===== src/rtl/sofc_regs.svh =====
// Offsets, field positions, reset values and timing counts.
`ifndef SOFC_REGS_SVH
`define SOFC_REGS_SVH
// Device register offsets on the serial control port.
`define SOFC_OFS_FRAME_CTRL 7'h19
`define SOFC_OFS_DRIVE 7'h1a
`define SOFC_OFS_RESOLUTION 7'h1b
`define SOFC_OFS_SKEW 7'h1e
`define SOFC_OFS_PAT_LOW 7'h20
`define SOFC_OFS_PAT_MID 7'h21
`define SOFC_OFS_PAT_HIGH 7'h22
`define SOFC_REG_RESET 8'h00
// Field positions.
`define SOFC_BIT_FRAME_SRC 7
`define SOFC_BIT_FRAME_DIV 4
`define SOFC_BIT_FRAME_STRETCH 0
`define SOFC_BIT_HALF_DRIVE 6
`define SOFC_BIT_REMAP_EN 7
`define SOFC_BIT_WIDE_EN 6
// Resolution codes and widths.
`define SOFC_RES_18 3'h0
`define SOFC_RES_16 3'h1
`define SOFC_RES_14 3'h2
`define SOFC_NATIVE_BITS 5'h0e
// Serial control frame: read flag, 7 address bits, 8 data bits.
`define SOFC_FRAME_BITS 5'h10
`define SOFC_ADDR_BITS 5'h08
// Control clock: 160 ns period from a 5 ns system clock.
`define SOFC_SCLK_PERIOD_NS 160
`define SOFC_SYS_PERIOD_NS 5
`define SOFC_SCLK_HALF ((`SOFC_SCLK_PERIOD_NS/`SOFC_SYS_PERIOD_NS)/2)
// Host Avalon byte offsets.
`define SOFC_AV_CMD 4'h0
`define SOFC_AV_SETUP 4'h4
`define SOFC_AV_STATUS 4'h8
`endif


===== src/rtl/sofc_pkg.sv =====
// Types shared by both ends of the output format configuration link.
package sofc_pkg;
   // Decimation mode of the converter data path.
   typedef enum logic [1:0] {
      DECIM_BYPASS,
      DECIM_REAL,
      DECIM_COMPLEX
   } sofc_decim_t;
   // Serial output wire count.
   typedef enum logic [1:0] {
      WIRE_TWO,
      WIRE_ONE,
      WIRE_HALF
   } sofc_wire_t;
   // Host serial engine states.
   typedef enum logic [1:0] {
      HST_IDLE,
      HST_SHIFT,
      HST_GAP
   } sofc_hst_t;
endpackage : sofc_pkg


===== src/rtl/sofc_link_if.sv =====
// Pins between the converter and its controller.
`timescale 1ns/100ps
`default_nettype none
interface sofc_link_if;
   logic sclk;
   logic csN;
   logic sdi;
   logic sdo;
   logic serialData;
   logic bitClock;
   logic frameClock;
   modport dev (input sclk, csN, sdi,
      output sdo, serialData, bitClock, frameClock);
   modport host (output sclk, csN, sdi,
      input sdo, serialData, bitClock, frameClock);
endinterface : sofc_link_if
`default_nettype wire


===== src/rtl/sofc_device.sv =====
// Converter end: serial control port, format registers and serializer.
//
// Our own choice: the Avalon-MM register port.
`timescale 1ns/100ps
`include "sofc_regs.svh"
`default_nettype none
module sofc_device (
   // Clock and reset.
   input wire logic sys_clk,
   input wire logic sys_rst,
   // Link pins.
   sofc_link_if.dev link,
   // Data path mode and samples from the converter core.
   input wire sofc_pkg::sofc_decim_t decimMode,
   input wire logic [19:0] sampleIn,
   output logic sampleTake,
   input wire logic decimFrame,
   // Analog pad controls.
   output logic halfDrive,
   output logic [1:0] dataLaneSkew,
   output logic [1:0] bitClockSkew,
   output logic [4:0] outBits
);
   //////////////////////////////////////////////////////////////////
   // Register storage.
   logic [7:0] frameCtrl_r;
   logic [7:0] drive_r;
   logic [7:0] resCtrl_r;
   logic [7:0] skew_r;
   logic [7:0] patLow_r;
   logic [7:0] patMid_r;
   logic [7:0] patHigh_r;
   // Synchronisers and stable levels of the control pins.
   logic [2:0] sclkSync_r;
   logic [2:0] csSync_r;
   logic [2:0] sdiSync_r;
   logic sclkLvl_r;
   logic csNLvl_r;
   logic sdiLvl_r;
   // Serial frame state.
   logic [4:0] bitCnt_r;
   logic [14:0] shiftIn_r;
   logic [7:0] shiftOut_r;
   logic sdo_r;
   logic sclkRise;
   logic sclkFall;
   logic [15:0] frameWord;
   // Serializer state.
   logic [19:0] word_r;
   logic [4:0] bitPos_r;
   logic wordSel_r;
   logic serialData_r;
   logic bitClock_r;
   logic frameClock_r;
   logic [19:0] pattern;
   logic coreFrame;
   logic frameNxt;

   //////////////////////////////////////////////////////////////////
   // Register read decode.
   function automatic logic [7:0] regRead(input logic [6:0] a,
      input logic [7:0] fc, dr, rc, sk, pl, pm, ph);
      case (a)
         `SOFC_OFS_FRAME_CTRL: regRead = fc;
         `SOFC_OFS_DRIVE: regRead = dr;
         `SOFC_OFS_RESOLUTION: regRead = rc;
         `SOFC_OFS_SKEW: regRead = sk;
         `SOFC_OFS_PAT_LOW: regRead = pl;
         `SOFC_OFS_PAT_MID: regRead = pm;
         `SOFC_OFS_PAT_HIGH: regRead = ph;
         default: regRead = 8'h00;
      endcase
   endfunction : regRead

   // Output word width from mode and resolution fields.
   function automatic logic [4:0] resBits(input sofc_pkg::sofc_decim_t m,
      input logic [7:0] rc);
      logic [4:0] coded;
      coded = 5'd18;
      case (rc[5:3])
         `SOFC_RES_18: coded = 5'd18;
         `SOFC_RES_16: coded = 5'd16;
         `SOFC_RES_14: coded = 5'd14;
         default: coded = 5'd18;
      endcase
      if (rc[`SOFC_BIT_WIDE_EN]) begin
         resBits = 5'd20;
      end else if (m == sofc_pkg::DECIM_BYPASS) begin
         resBits = rc[`SOFC_BIT_REMAP_EN] ? coded : `SOFC_NATIVE_BITS;
      end else if (m == sofc_pkg::DECIM_COMPLEX &&
         rc[5:3] == `SOFC_RES_18) begin
         resBits = 5'd16;
      end else begin
         resBits = coded;
      end
   endfunction : resBits

   //////////////////////////////////////////////////////////////////
   // Three-stage synchronisers; a level counts once stages 2 and 3 agree.
   always_ff @(posedge sys_clk or posedge sys_rst) begin
      if (sys_rst) begin
         sclkSync_r <= 3'h0;
         csSync_r <= 3'h7;
         sdiSync_r <= 3'h0;
      end else begin
         sclkSync_r <= {sclkSync_r[1:0], link.sclk};
         csSync_r <= {csSync_r[1:0], link.csN};
         sdiSync_r <= {sdiSync_r[1:0], link.sdi};
      end
   end

   // Stable levels taken from the agreeing stages.
   always_ff @(posedge sys_clk or posedge sys_rst) begin
      if (sys_rst) begin
         sclkLvl_r <= 1'b0;
         csNLvl_r <= 1'b1;
         sdiLvl_r <= 1'b0;
      end else begin
         if (sclkSync_r[1] == sclkSync_r[2]) sclkLvl_r <= sclkSync_r[2];
         if (csSync_r[1] == csSync_r[2]) csNLvl_r <= csSync_r[2];
         if (sdiSync_r[1] == sdiSync_r[2]) sdiLvl_r <= sdiSync_r[2];
      end
   end

   // Edges of the control clock while selected.
   assign sclkRise = ~csNLvl_r && ~sclkLvl_r &&
      (sclkSync_r[1] == sclkSync_r[2]) && sclkSync_r[2];
   assign sclkFall = ~csNLvl_r && sclkLvl_r &&
      (sclkSync_r[1] == sclkSync_r[2]) && ~sclkSync_r[2];
   assign frameWord = {shiftIn_r, sdiLvl_r};

   //////////////////////////////////////////////////////////////////
   // Frame receiver: bits taken on rising edges, MSB first.
   always_ff @(posedge sys_clk or posedge sys_rst) begin
      if (sys_rst) begin
         bitCnt_r <= 5'h00;
         shiftIn_r <= 15'h0000;
      end else if (csNLvl_r) begin
         bitCnt_r <= 5'h00;
      end else if (sclkRise && bitCnt_r != `SOFC_FRAME_BITS) begin
         bitCnt_r <= bitCnt_r + 5'h01;
         shiftIn_r <= frameWord[14:0];
      end
   end

   // Read data: loaded after the address, shifted on falling edges.
   always_ff @(posedge sys_clk or posedge sys_rst) begin
      if (sys_rst) begin
         shiftOut_r <= 8'h00;
         sdo_r <= 1'b0;
      end else if (sclkRise && bitCnt_r == `SOFC_ADDR_BITS - 5'h01) begin
         {sdo_r, shiftOut_r} <= {regRead(frameWord[6:0], frameCtrl_r,
            drive_r, resCtrl_r, skew_r, patLow_r, patMid_r,
            patHigh_r), 1'b0};
      end else if (sclkFall && bitCnt_r > `SOFC_ADDR_BITS) begin
         {sdo_r, shiftOut_r} <= {shiftOut_r, 1'b0};
      end
   end

   // Register writes on the sixteenth rising edge of a write frame.
   always_ff @(posedge sys_clk or posedge sys_rst) begin
      if (sys_rst) begin
         frameCtrl_r <= `SOFC_REG_RESET;
         drive_r <= `SOFC_REG_RESET;
         resCtrl_r <= `SOFC_REG_RESET;
         skew_r <= `SOFC_REG_RESET;
         patLow_r <= `SOFC_REG_RESET;
         patMid_r <= `SOFC_REG_RESET;
         patHigh_r <= `SOFC_REG_RESET;
      end else if (sclkRise && bitCnt_r == `SOFC_FRAME_BITS - 5'h01 &&
         ~frameWord[15]) begin
         case (frameWord[14:8])
            `SOFC_OFS_FRAME_CTRL: frameCtrl_r <= frameWord[7:0];
            `SOFC_OFS_DRIVE: drive_r <= frameWord[7:0];
            `SOFC_OFS_RESOLUTION: resCtrl_r <= frameWord[7:0];
            `SOFC_OFS_SKEW: skew_r <= frameWord[7:0];
            `SOFC_OFS_PAT_LOW: patLow_r <= frameWord[7:0];
            `SOFC_OFS_PAT_MID: patMid_r <= frameWord[7:0];
            `SOFC_OFS_PAT_HIGH: patHigh_r <= frameWord[7:0];
            default: ;
         endcase
      end
   end

   //////////////////////////////////////////////////////////////////
   // Pad controls: drive strength and fixed skew steps.
   always_ff @(posedge sys_clk or posedge sys_rst) begin
      if (sys_rst) begin
         halfDrive <= 1'b0;
         dataLaneSkew <= 2'h0;
         bitClockSkew <= 2'h0;
         outBits <= `SOFC_NATIVE_BITS;
      end else begin
         halfDrive <= drive_r[`SOFC_BIT_HALF_DRIVE];
         dataLaneSkew <= skew_r[3:2];
         bitClockSkew <= skew_r[1:0];
         outBits <= resBits(decimMode, resCtrl_r);
      end
   end

   // Frame pattern: upper nibble of the high register is not used.
   assign pattern = {patHigh_r[3:0], patMid_r, patLow_r};
   assign coreFrame = (decimMode == sofc_pkg::DECIM_BYPASS) ?
      (bitPos_r < {1'b0, outBits[4:1]}) :
      pattern[5'd19 - bitPos_r];

   // Frame clock from core or decimation block, divided or stretched.
   always_comb begin
      frameNxt = frameCtrl_r[`SOFC_BIT_FRAME_SRC] ?
         decimFrame : coreFrame;
      if (frameCtrl_r[`SOFC_BIT_FRAME_STRETCH]) begin
         frameNxt = ~wordSel_r;
      end else if (frameCtrl_r[`SOFC_BIT_FRAME_DIV]) begin
         frameNxt = frameNxt & ~wordSel_r;
      end
   end

   // Serializer: one bit per cycle, MSB first, words of outBits bits.
   always_ff @(posedge sys_clk or posedge sys_rst) begin
      if (sys_rst) begin
         word_r <= 20'h00000;
         bitPos_r <= 5'h00;
         wordSel_r <= 1'b0;
         serialData_r <= 1'b0;
         bitClock_r <= 1'b0;
         frameClock_r <= 1'b0;
      end else begin
         bitClock_r <= ~bitClock_r;
         serialData_r <= word_r[5'd19 - bitPos_r];
         frameClock_r <= frameNxt;
         if (bitPos_r >= outBits - 5'h01) begin
            bitPos_r <= 5'h00;
            wordSel_r <= ~wordSel_r;
            word_r <= sampleIn;
         end else begin
            bitPos_r <= bitPos_r + 5'h01;
         end
      end
   end

   // Outputs.
   assign sampleTake = (bitPos_r >= outBits - 5'h01);
   assign link.sdo = sdo_r;
   assign link.serialData = serialData_r;
   assign link.bitClock = bitClock_r;
   assign link.frameClock = frameClock_r;
endmodule : sofc_device
`default_nettype wire


===== src/flat_wrapper.sv =====
// flat-port wrapper written by rule: the top's interface ports become plain ports
module sofc_device_flat 
  (sys_clk, sys_rst, decimMode, sampleIn, sampleTake, decimFrame, halfDrive, dataLaneSkew, bitClockSkew, outBits, link_sclk, link_csN, link_sdi, link_sdo, link_serialData, link_bitClock, link_frameClock);
  sofc_link_if link_i ();
  input wire logic sys_clk;
  input wire logic sys_rst;
  input wire sofc_pkg::sofc_decim_t decimMode;
  input wire logic [19:0] sampleIn;
  output logic sampleTake;
  input wire logic decimFrame;
  output logic halfDrive;
  output logic [1:0] dataLaneSkew;
  output logic [1:0] bitClockSkew;
  output logic [4:0] outBits;
  input wire logic [$bits(link_i.sclk)-1:0] link_sclk;
  input wire logic [$bits(link_i.csN)-1:0] link_csN;
  input wire logic [$bits(link_i.sdi)-1:0] link_sdi;
  output wire logic [$bits(link_i.sdo)-1:0] link_sdo;
  output wire logic [$bits(link_i.serialData)-1:0] link_serialData;
  output wire logic [$bits(link_i.bitClock)-1:0] link_bitClock;
  output wire logic [$bits(link_i.frameClock)-1:0] link_frameClock;
  assign link_i.sclk = link_sclk;
  assign link_i.csN = link_csN;
  assign link_i.sdi = link_sdi;
  assign link_sdo = link_i.sdo;
  assign link_serialData = link_i.serialData;
  assign link_bitClock = link_i.bitClock;
  assign link_frameClock = link_i.frameClock;
  sofc_device u_core (.sys_clk(sys_clk), .sys_rst(sys_rst), .link(link_i), .decimMode(decimMode), .sampleIn(sampleIn), .sampleTake(sampleTake), .decimFrame(decimFrame), .halfDrive(halfDrive), .dataLaneSkew(dataLaneSkew), .bitClockSkew(bitClockSkew), .outBits(outBits));
endmodule

===== config.mk =====
export PLATFORM = sky130hd
export DESIGN_NAME = sofc_device_flat
export DESIGN_NICKNAME = d
export VERILOG_FILES = /design/src/rtl/sofc_pkg.sv /design/src/rtl/sofc_link_if.sv /design/src/rtl/sofc_device.sv /design/src/flat_wrapper.sv
export VERILOG_INCLUDE_DIRS = /design/src /design/src/rtl
export SDC_FILE = /design/constraint.sdc
export NUM_CORES = 1
export LEC_CHECK = 0
export BUFFER_PORTS_ARGS = -buffer_cell sky130_fd_sc_hd__buf_4
export CORE_UTILIZATION = 54
export CTS_CLUSTER_SIZE = 14
export DETAILED_ROUTE_END_ITERATION = 6
export PLACE_DENSITY = 0.81
export SLEW_MARGIN = 15
export SYNTH_ARGS = -nofsm -noshare
export SYNTH_HDL_FRONTEND = slang
export SYNTH_SLANG_ARGS = --single-unit

===== constraint.sdc =====
create_clock -name sys_clk -period 3.8 [get_ports sys_clk]
set_clock_uncertainty 0.2 [all_clocks]
set_input_delay 0.19 -clock sys_clk [delete_from_list [all_inputs] [get_ports sys_clk]]
set_output_delay 0.19 -clock sys_clk [all_outputs]
set_load 0.01 [all_outputs]

==> After elaboration in Yosys (flattened, before gate mapping) <==
Cells that the tools add are included.
{ "word_totals": {"ff_bits": 136, "inputBits": 28, "out_inout_bits": 15, "elab_cells": 110} }
{ "classes": {"add_sub_neg": 4, "magnitude_cmp": 4, "n_eq_ne": 23, "muxes": 21, "bitwise_logic": 7, "reduce_logical": 24} }
{ "op_table": {"columns": ["operator", "n"], "rows": [
  ["$eq A7 B5 Y1 const B", 8],
  ["$pmux W8 S7", 1],
  ["$eq A7 B6 Y1 const B", 6],
  ["$mux W5", 7],
  ["$mux W8", 2],
  ["$reduce_and A2 Y1", 8],
  ["$logic_and A1 B1 Y1", 12],
  ["$add A5 B1 Y5 const B", 2],
  ["$bmux W1 S5", 2],
  ["$pmux W5 S2", 1],
  ["$mux W1", 8],
  ["$lt A5 B6 Y1 const B", 1],
  ["$not A1 Y1", 6],
  ["$eq A5 B3 Y1 const B", 1],
  ["$eq A5 B4 Y1 const B", 1],
  ["$ge A5 B5 Y1", 1],
  ["$gt A5 B4 Y1 const B", 1],
  ["$lt A5 B4 Y1", 1],
  ["$ne A5 B5 Y1 const B", 1],
  ["$sub A5 B1 Y5 const B", 1],
  ["$sub A5 B5 Y5 const A", 1],
  ["$reduce_bool A2 Y1", 2],
  ["$eq A1 B1 Y1", 3],
  ["$eq A3 B1 Y1 const B", 1],
  ["5 further kinds", 5]
]} }

==> Depth between registers and ports, before layout <==
{ "depth": {"ltp_word": 8, "ltp_mapped": 9, "mapped_depth_nobuf": 8} }

==> Worst setup path before layout <==
OpenSTA, ideal clock, no wires.
{ "synth_timing": {"kind": "register to register", "startpoint": "register u_core.outBits[1]", "endpoint": "register u_core.word_r[0]", "t_arrival_ps": 2211, "required_ps": 3475, "setup_slack_ps": 1264, "path_stages_with_launch": 10, "path_buffers": 1, "synth_period_minus_slack_ps": 2536, "cell_sequence": "dfstp_2 inv_1 ha_1 ha_1 a21o_1 a21o_1 a21oi_2 inv_2 buf_2 mux2_2"} }
{ "synth_via": {"elab_chain_cells": 2} }
{ "synth_rtl": {"columns": ["element", "line", "text"], "rows": [
  ["from (decl)", "sofc_device.sv:22", "output logic [4:0] outBits"],
  ["from (signal assigned)", "sofc_device.sv:192", "outBits <= `SOFC_NATIVE_BITS;"],
  ["from (signal assigned)", "sofc_device.sv:197", "outBits <= resBits(decimMode, resCtrl_r);"],
  ["$sub A5 B1 Y5", null, null],
  ["$ge A5 B5 Y1", null, null],
  ["net sampleTake", "flat_wrapper.sv:9", "output logic sampleTake;"],
  ["to (signal assigned)", "sofc_device.sv:234", "word_r <= sampleIn;"],
  ["to (decl)", "sofc_device.sv:49", "logic [19:0] word_r;"]
]} }
The timed path passes the listed nets, and every way through them passes these cells.
A chain may end at the register's enable or synchronous reset.

==> Worst setup path in the final report <==
{ "layout_timing": {"startpoint": "register u_core.outBits[1]", "endpoint": "output sampleTake"} }
{ "layout_via": {"elab_chain_cells": 2} }
{ "layout_rtl": {"columns": ["element", "line", "text"], "rows": [
  ["$sub A5 B1 Y5", "sofc_device.sv:242", "assign sampleTake = (bitPos_r >= outBits - 5'h01);"],
  ["$ge A5 B5 Y1", "sofc_device.sv:242", null],
  ["to (decl)", "flat_wrapper.sv:9", null]
]} }
No other way between the ends.

==> flow_summary.json <==
{
  "layout.nets": 587,
  "ys.warnings.count": 0,
  "muxShareOfSynthArea_pct": 23.6,
  "die_y_um": 110,
  "numPortBuffers": 41,
  "core-area_um2": 11400,
  "post-route-period-util_pct": 79.3,
  "yosys.cell_types.count": 65,
  "synth_top_area_share_pct": 50.3,
  "synthArstFlopShare_pct": 100,
  "numCtsBuffers": 17,
  "outcome": "finished, final reports clean",
  "path_clk_slew_ps": 60,
  "critPathKind": "reg2out",
  "syn-num-nets": 517,
  "yosysTopAreaCell": "dfrtp_1",
  "crit_family": "adder cells",
  "synth.most_common_cell": "dfrtp_1",
  "worstSetupStartpoint": "u_core.outBits[1]",
  "synth_compound_area_share_pct": 6.51,
  "routabilityCongestion": 0.902,
  "grt.total_usage_pct": 26.0,
  "rsz0062_at_grt": "false",
  "ys_seq_area_share_pct": 53.2,
  "cp.arrival_ps": 2620,
  "synthSimpleGateAreaFrac_pct": 9.14,
  "slew_headroom_pct": 35.1,
  "drv_slew": 0,
  "grt_max_degree": 47,
  "worstSetupStartpointType": "flop",
  "peakVddDrop_uv": 377,
  "dp_hpwl_um": 8750,
  "start_util_pct": 55.4,
  "die_x_um": 110,
  "viasPerCell": 6.04,
  "die-area_um2": 12100,
  "power.static_leakage_nw": 3.61,
  "root_buffer": "clkbuf_16",
  "synthFlopType": "dfrtp_1",
  "clk_path_buf_depth": 2,
  "grt_pass1_vias": 4471,
  "cts_tree": "done",
  "drt_iter0_drc": 365,
  "r2r-start": "u_core.bitCnt_r[0]",
  "ff2ff_path_depth": 7,
  "drive_above_1_share_pct": 36.2,
  "num_vias": 4237,
  "syn_avg_cell_area_um2": 13.3,
  "min_from": "u_core.sclkSync_r[0]",
  "gr-total-overflow": 0,
  "rows": 39,
  "required_ps": 3410,
  "totalWireLength_um": 14200,
  "synth_edf_count": 0,
  "postSynthCellCount": 475,
  "dr.pass1.iters": 6,
  "cap_viol_max_count": 0,
  "synth_xor_area_share_pct": 1.39,
  "timing.fmax_mhz": 332,
  "timing.rr.end": "u_core.patMid_r[6]",
  "crit_cells": 8,
  "area_growth_pct": 21.3,
  "r2r_setup_slack_ps": 1020,
  "path_cells": "inv_1 -> ha_1 -> ha_1 -> a21o_1 -> a21o_1 -> a21oi_2 -> inv_2 -> buf_4",
  "hold_viol": 0,
  "synth_seq_cells": 134,
  "postRouteAntennaNets": 0,
  "n_antenna_cell": 0,
  "slowest_stage": "dfstp_2",
  "syn_area_um2": 6320,
  "cp-end-kind": "output port",
  "synth_area_leaders": "dfrtp_1, mux2_2, mux4_2",
  "worstHoldPathType": "reg2reg",
  "ios": 43,
  "crit_fanout": 25,
  "htree_levels": 4,
  "numClockSinks": 134,
  "finish.utilization_pct": 67.2,
  "finalPower_mw": 4.62,
  "antenna_found_initial": 0,
  "synth_top_family_by_area": "multiplexers",
  "clock_latency_ps": 420,
  "avgRoutedWirePerCell_um": 20.2,
  "final-setup-viol-count": 0,
  "setup_tns_ps": 0,
  "worst_path_largest_cell_delay_ps": 560,
  "finalCriticalPeriod_ps": 3010,
  "synth_fa_ha_area_share_pct": 3.24,
  "synth_common_cells": "dfrtp_1, mux2_2, mux2i_1",
  "worst_slew_pin_slew_ps": 971,
  "powerDensity_nw_per_um2": 602,
  "worstSetupEndpoint": "sampleTake",
  "grt_pass1_wl_um": 22900,
  "worst-path-buf-inv": 3,
  "drc": 0
}
## registers in the layout, summed over array words and instances (netlist names), 7 cells and up
| signal | flops |
|---|---|
| u_core.resCtrl_r | 8 |
| u_core.patMid_r | 8 |
| u_core.drive_r | 8 |
| u_core.frameCtrl_r | 8 |
| u_core.word_r | 20 |
| u_core.shiftOut_r | 7 |
| u_core.shiftIn_r | 15 |
| u_core.patHigh_r | 8 |
| u_core.patLow_r | 8 |
| u_core.skew_r | 8 |
## layer usage
metal / up-vias / share of wire [%] / track usage (%)
met5: - / 0 / 0
met4: 0 / 3.8 / 13.6
met3: 55 / 4.8 / 6.76
met2: 140 / 51 / 43.0
met1: 2159 / 41 / 31.3
li1: 1883 / - / -
## cell type report
| type | instances | area, µm² |
|---|---|---|
| fill | 806 | 3750 |
| tap | 143 | 179 |
| timing repair buffer | 78 | 656 |
| clock inverter | 8 | 148 |
| sequential | 134 | 3360 |
| inverter | 16 | 63.8 |
| clock buffer | 24 | 482 |
| multi-input combinational | 298 | 2780 |
## where the power goes
group / total (mW) / switching, mW / internal (mW) / leakage, nW
registers: 1.89 / 0.265 / 1.62 / 1.76
clock network: 1.74 / 0.595 / 1.15 / 0.297
logic: 0.990 / 0.463 / 0.527 / 1.55
## placed cells by master, fill, tap and decap left out, drive strengths merged, types with 5 or more instances in the layout
master	Yosys	layout
nand2	16	16
nand3	10	10
buf	12	50
dfstp	7	7
mux2i	20	20
a21oi	8	8
o21ai	16	16
ha	14	14
dfrtp	127	127
nor2	17	17
a22oi	5	5
dlygate4sd3	0	28
xnor2	6	6
mux4	10	10
nand4	6	6
inv	16	15
nand2b	5	5
clkbuf	15	24
nor2b	6	6
mux2	95	95
## timing repair
action	4_1_cts	5_1_grt
buffers inserted	0	0
resized for setup	0	0
hold buffers	28	0
hold endpoints to repair	67	0
setup endpoints to repair	0	0
## logic make-up (layout without fill, tap and decap cells)
family / Yosys count / in the layout
xor gates and xnor gates: 10 / 10
and+or+nand+nor: 86 / 86
adders and majority gates: 17 / 17
AOI/OAI and AO/OA: 59 / 59
DFF: 134 / 134
other: 1 / 1
buffers and inverters: 43 / 126
muxes: 125 / 125
## worst min path at each step
stage | end | slack, ps | cells after the start
global placement | u_core.csSync_r[0] | 100 | 1
detailed placement | u_core.csSync_r[0] | 100 | 1
CTS | u_core.sclkSync_r[1] | 150 | 0
global route | u_core.csSync_r[1] | 170 | 0
floorplan | u_core.csSync_r[0] | -6 | 0
finish | u_core.sclkSync_r[1] | 150 | 0
## per-stage QoR
stage                     worst slack [ps]  instance area [µm²]  std cells  hold WS [ps]
final                                  787                 7670        701           149
after global routing                   676                 7670        701           165
after CTS                              800                 7670        701           150
after detailed placement              1100                 6760        641           100
after global placement                1260                 6760        641          98.5
after floorplan                       1260                 6330        475         -5.52
Power figures use the tool's default switching activity.
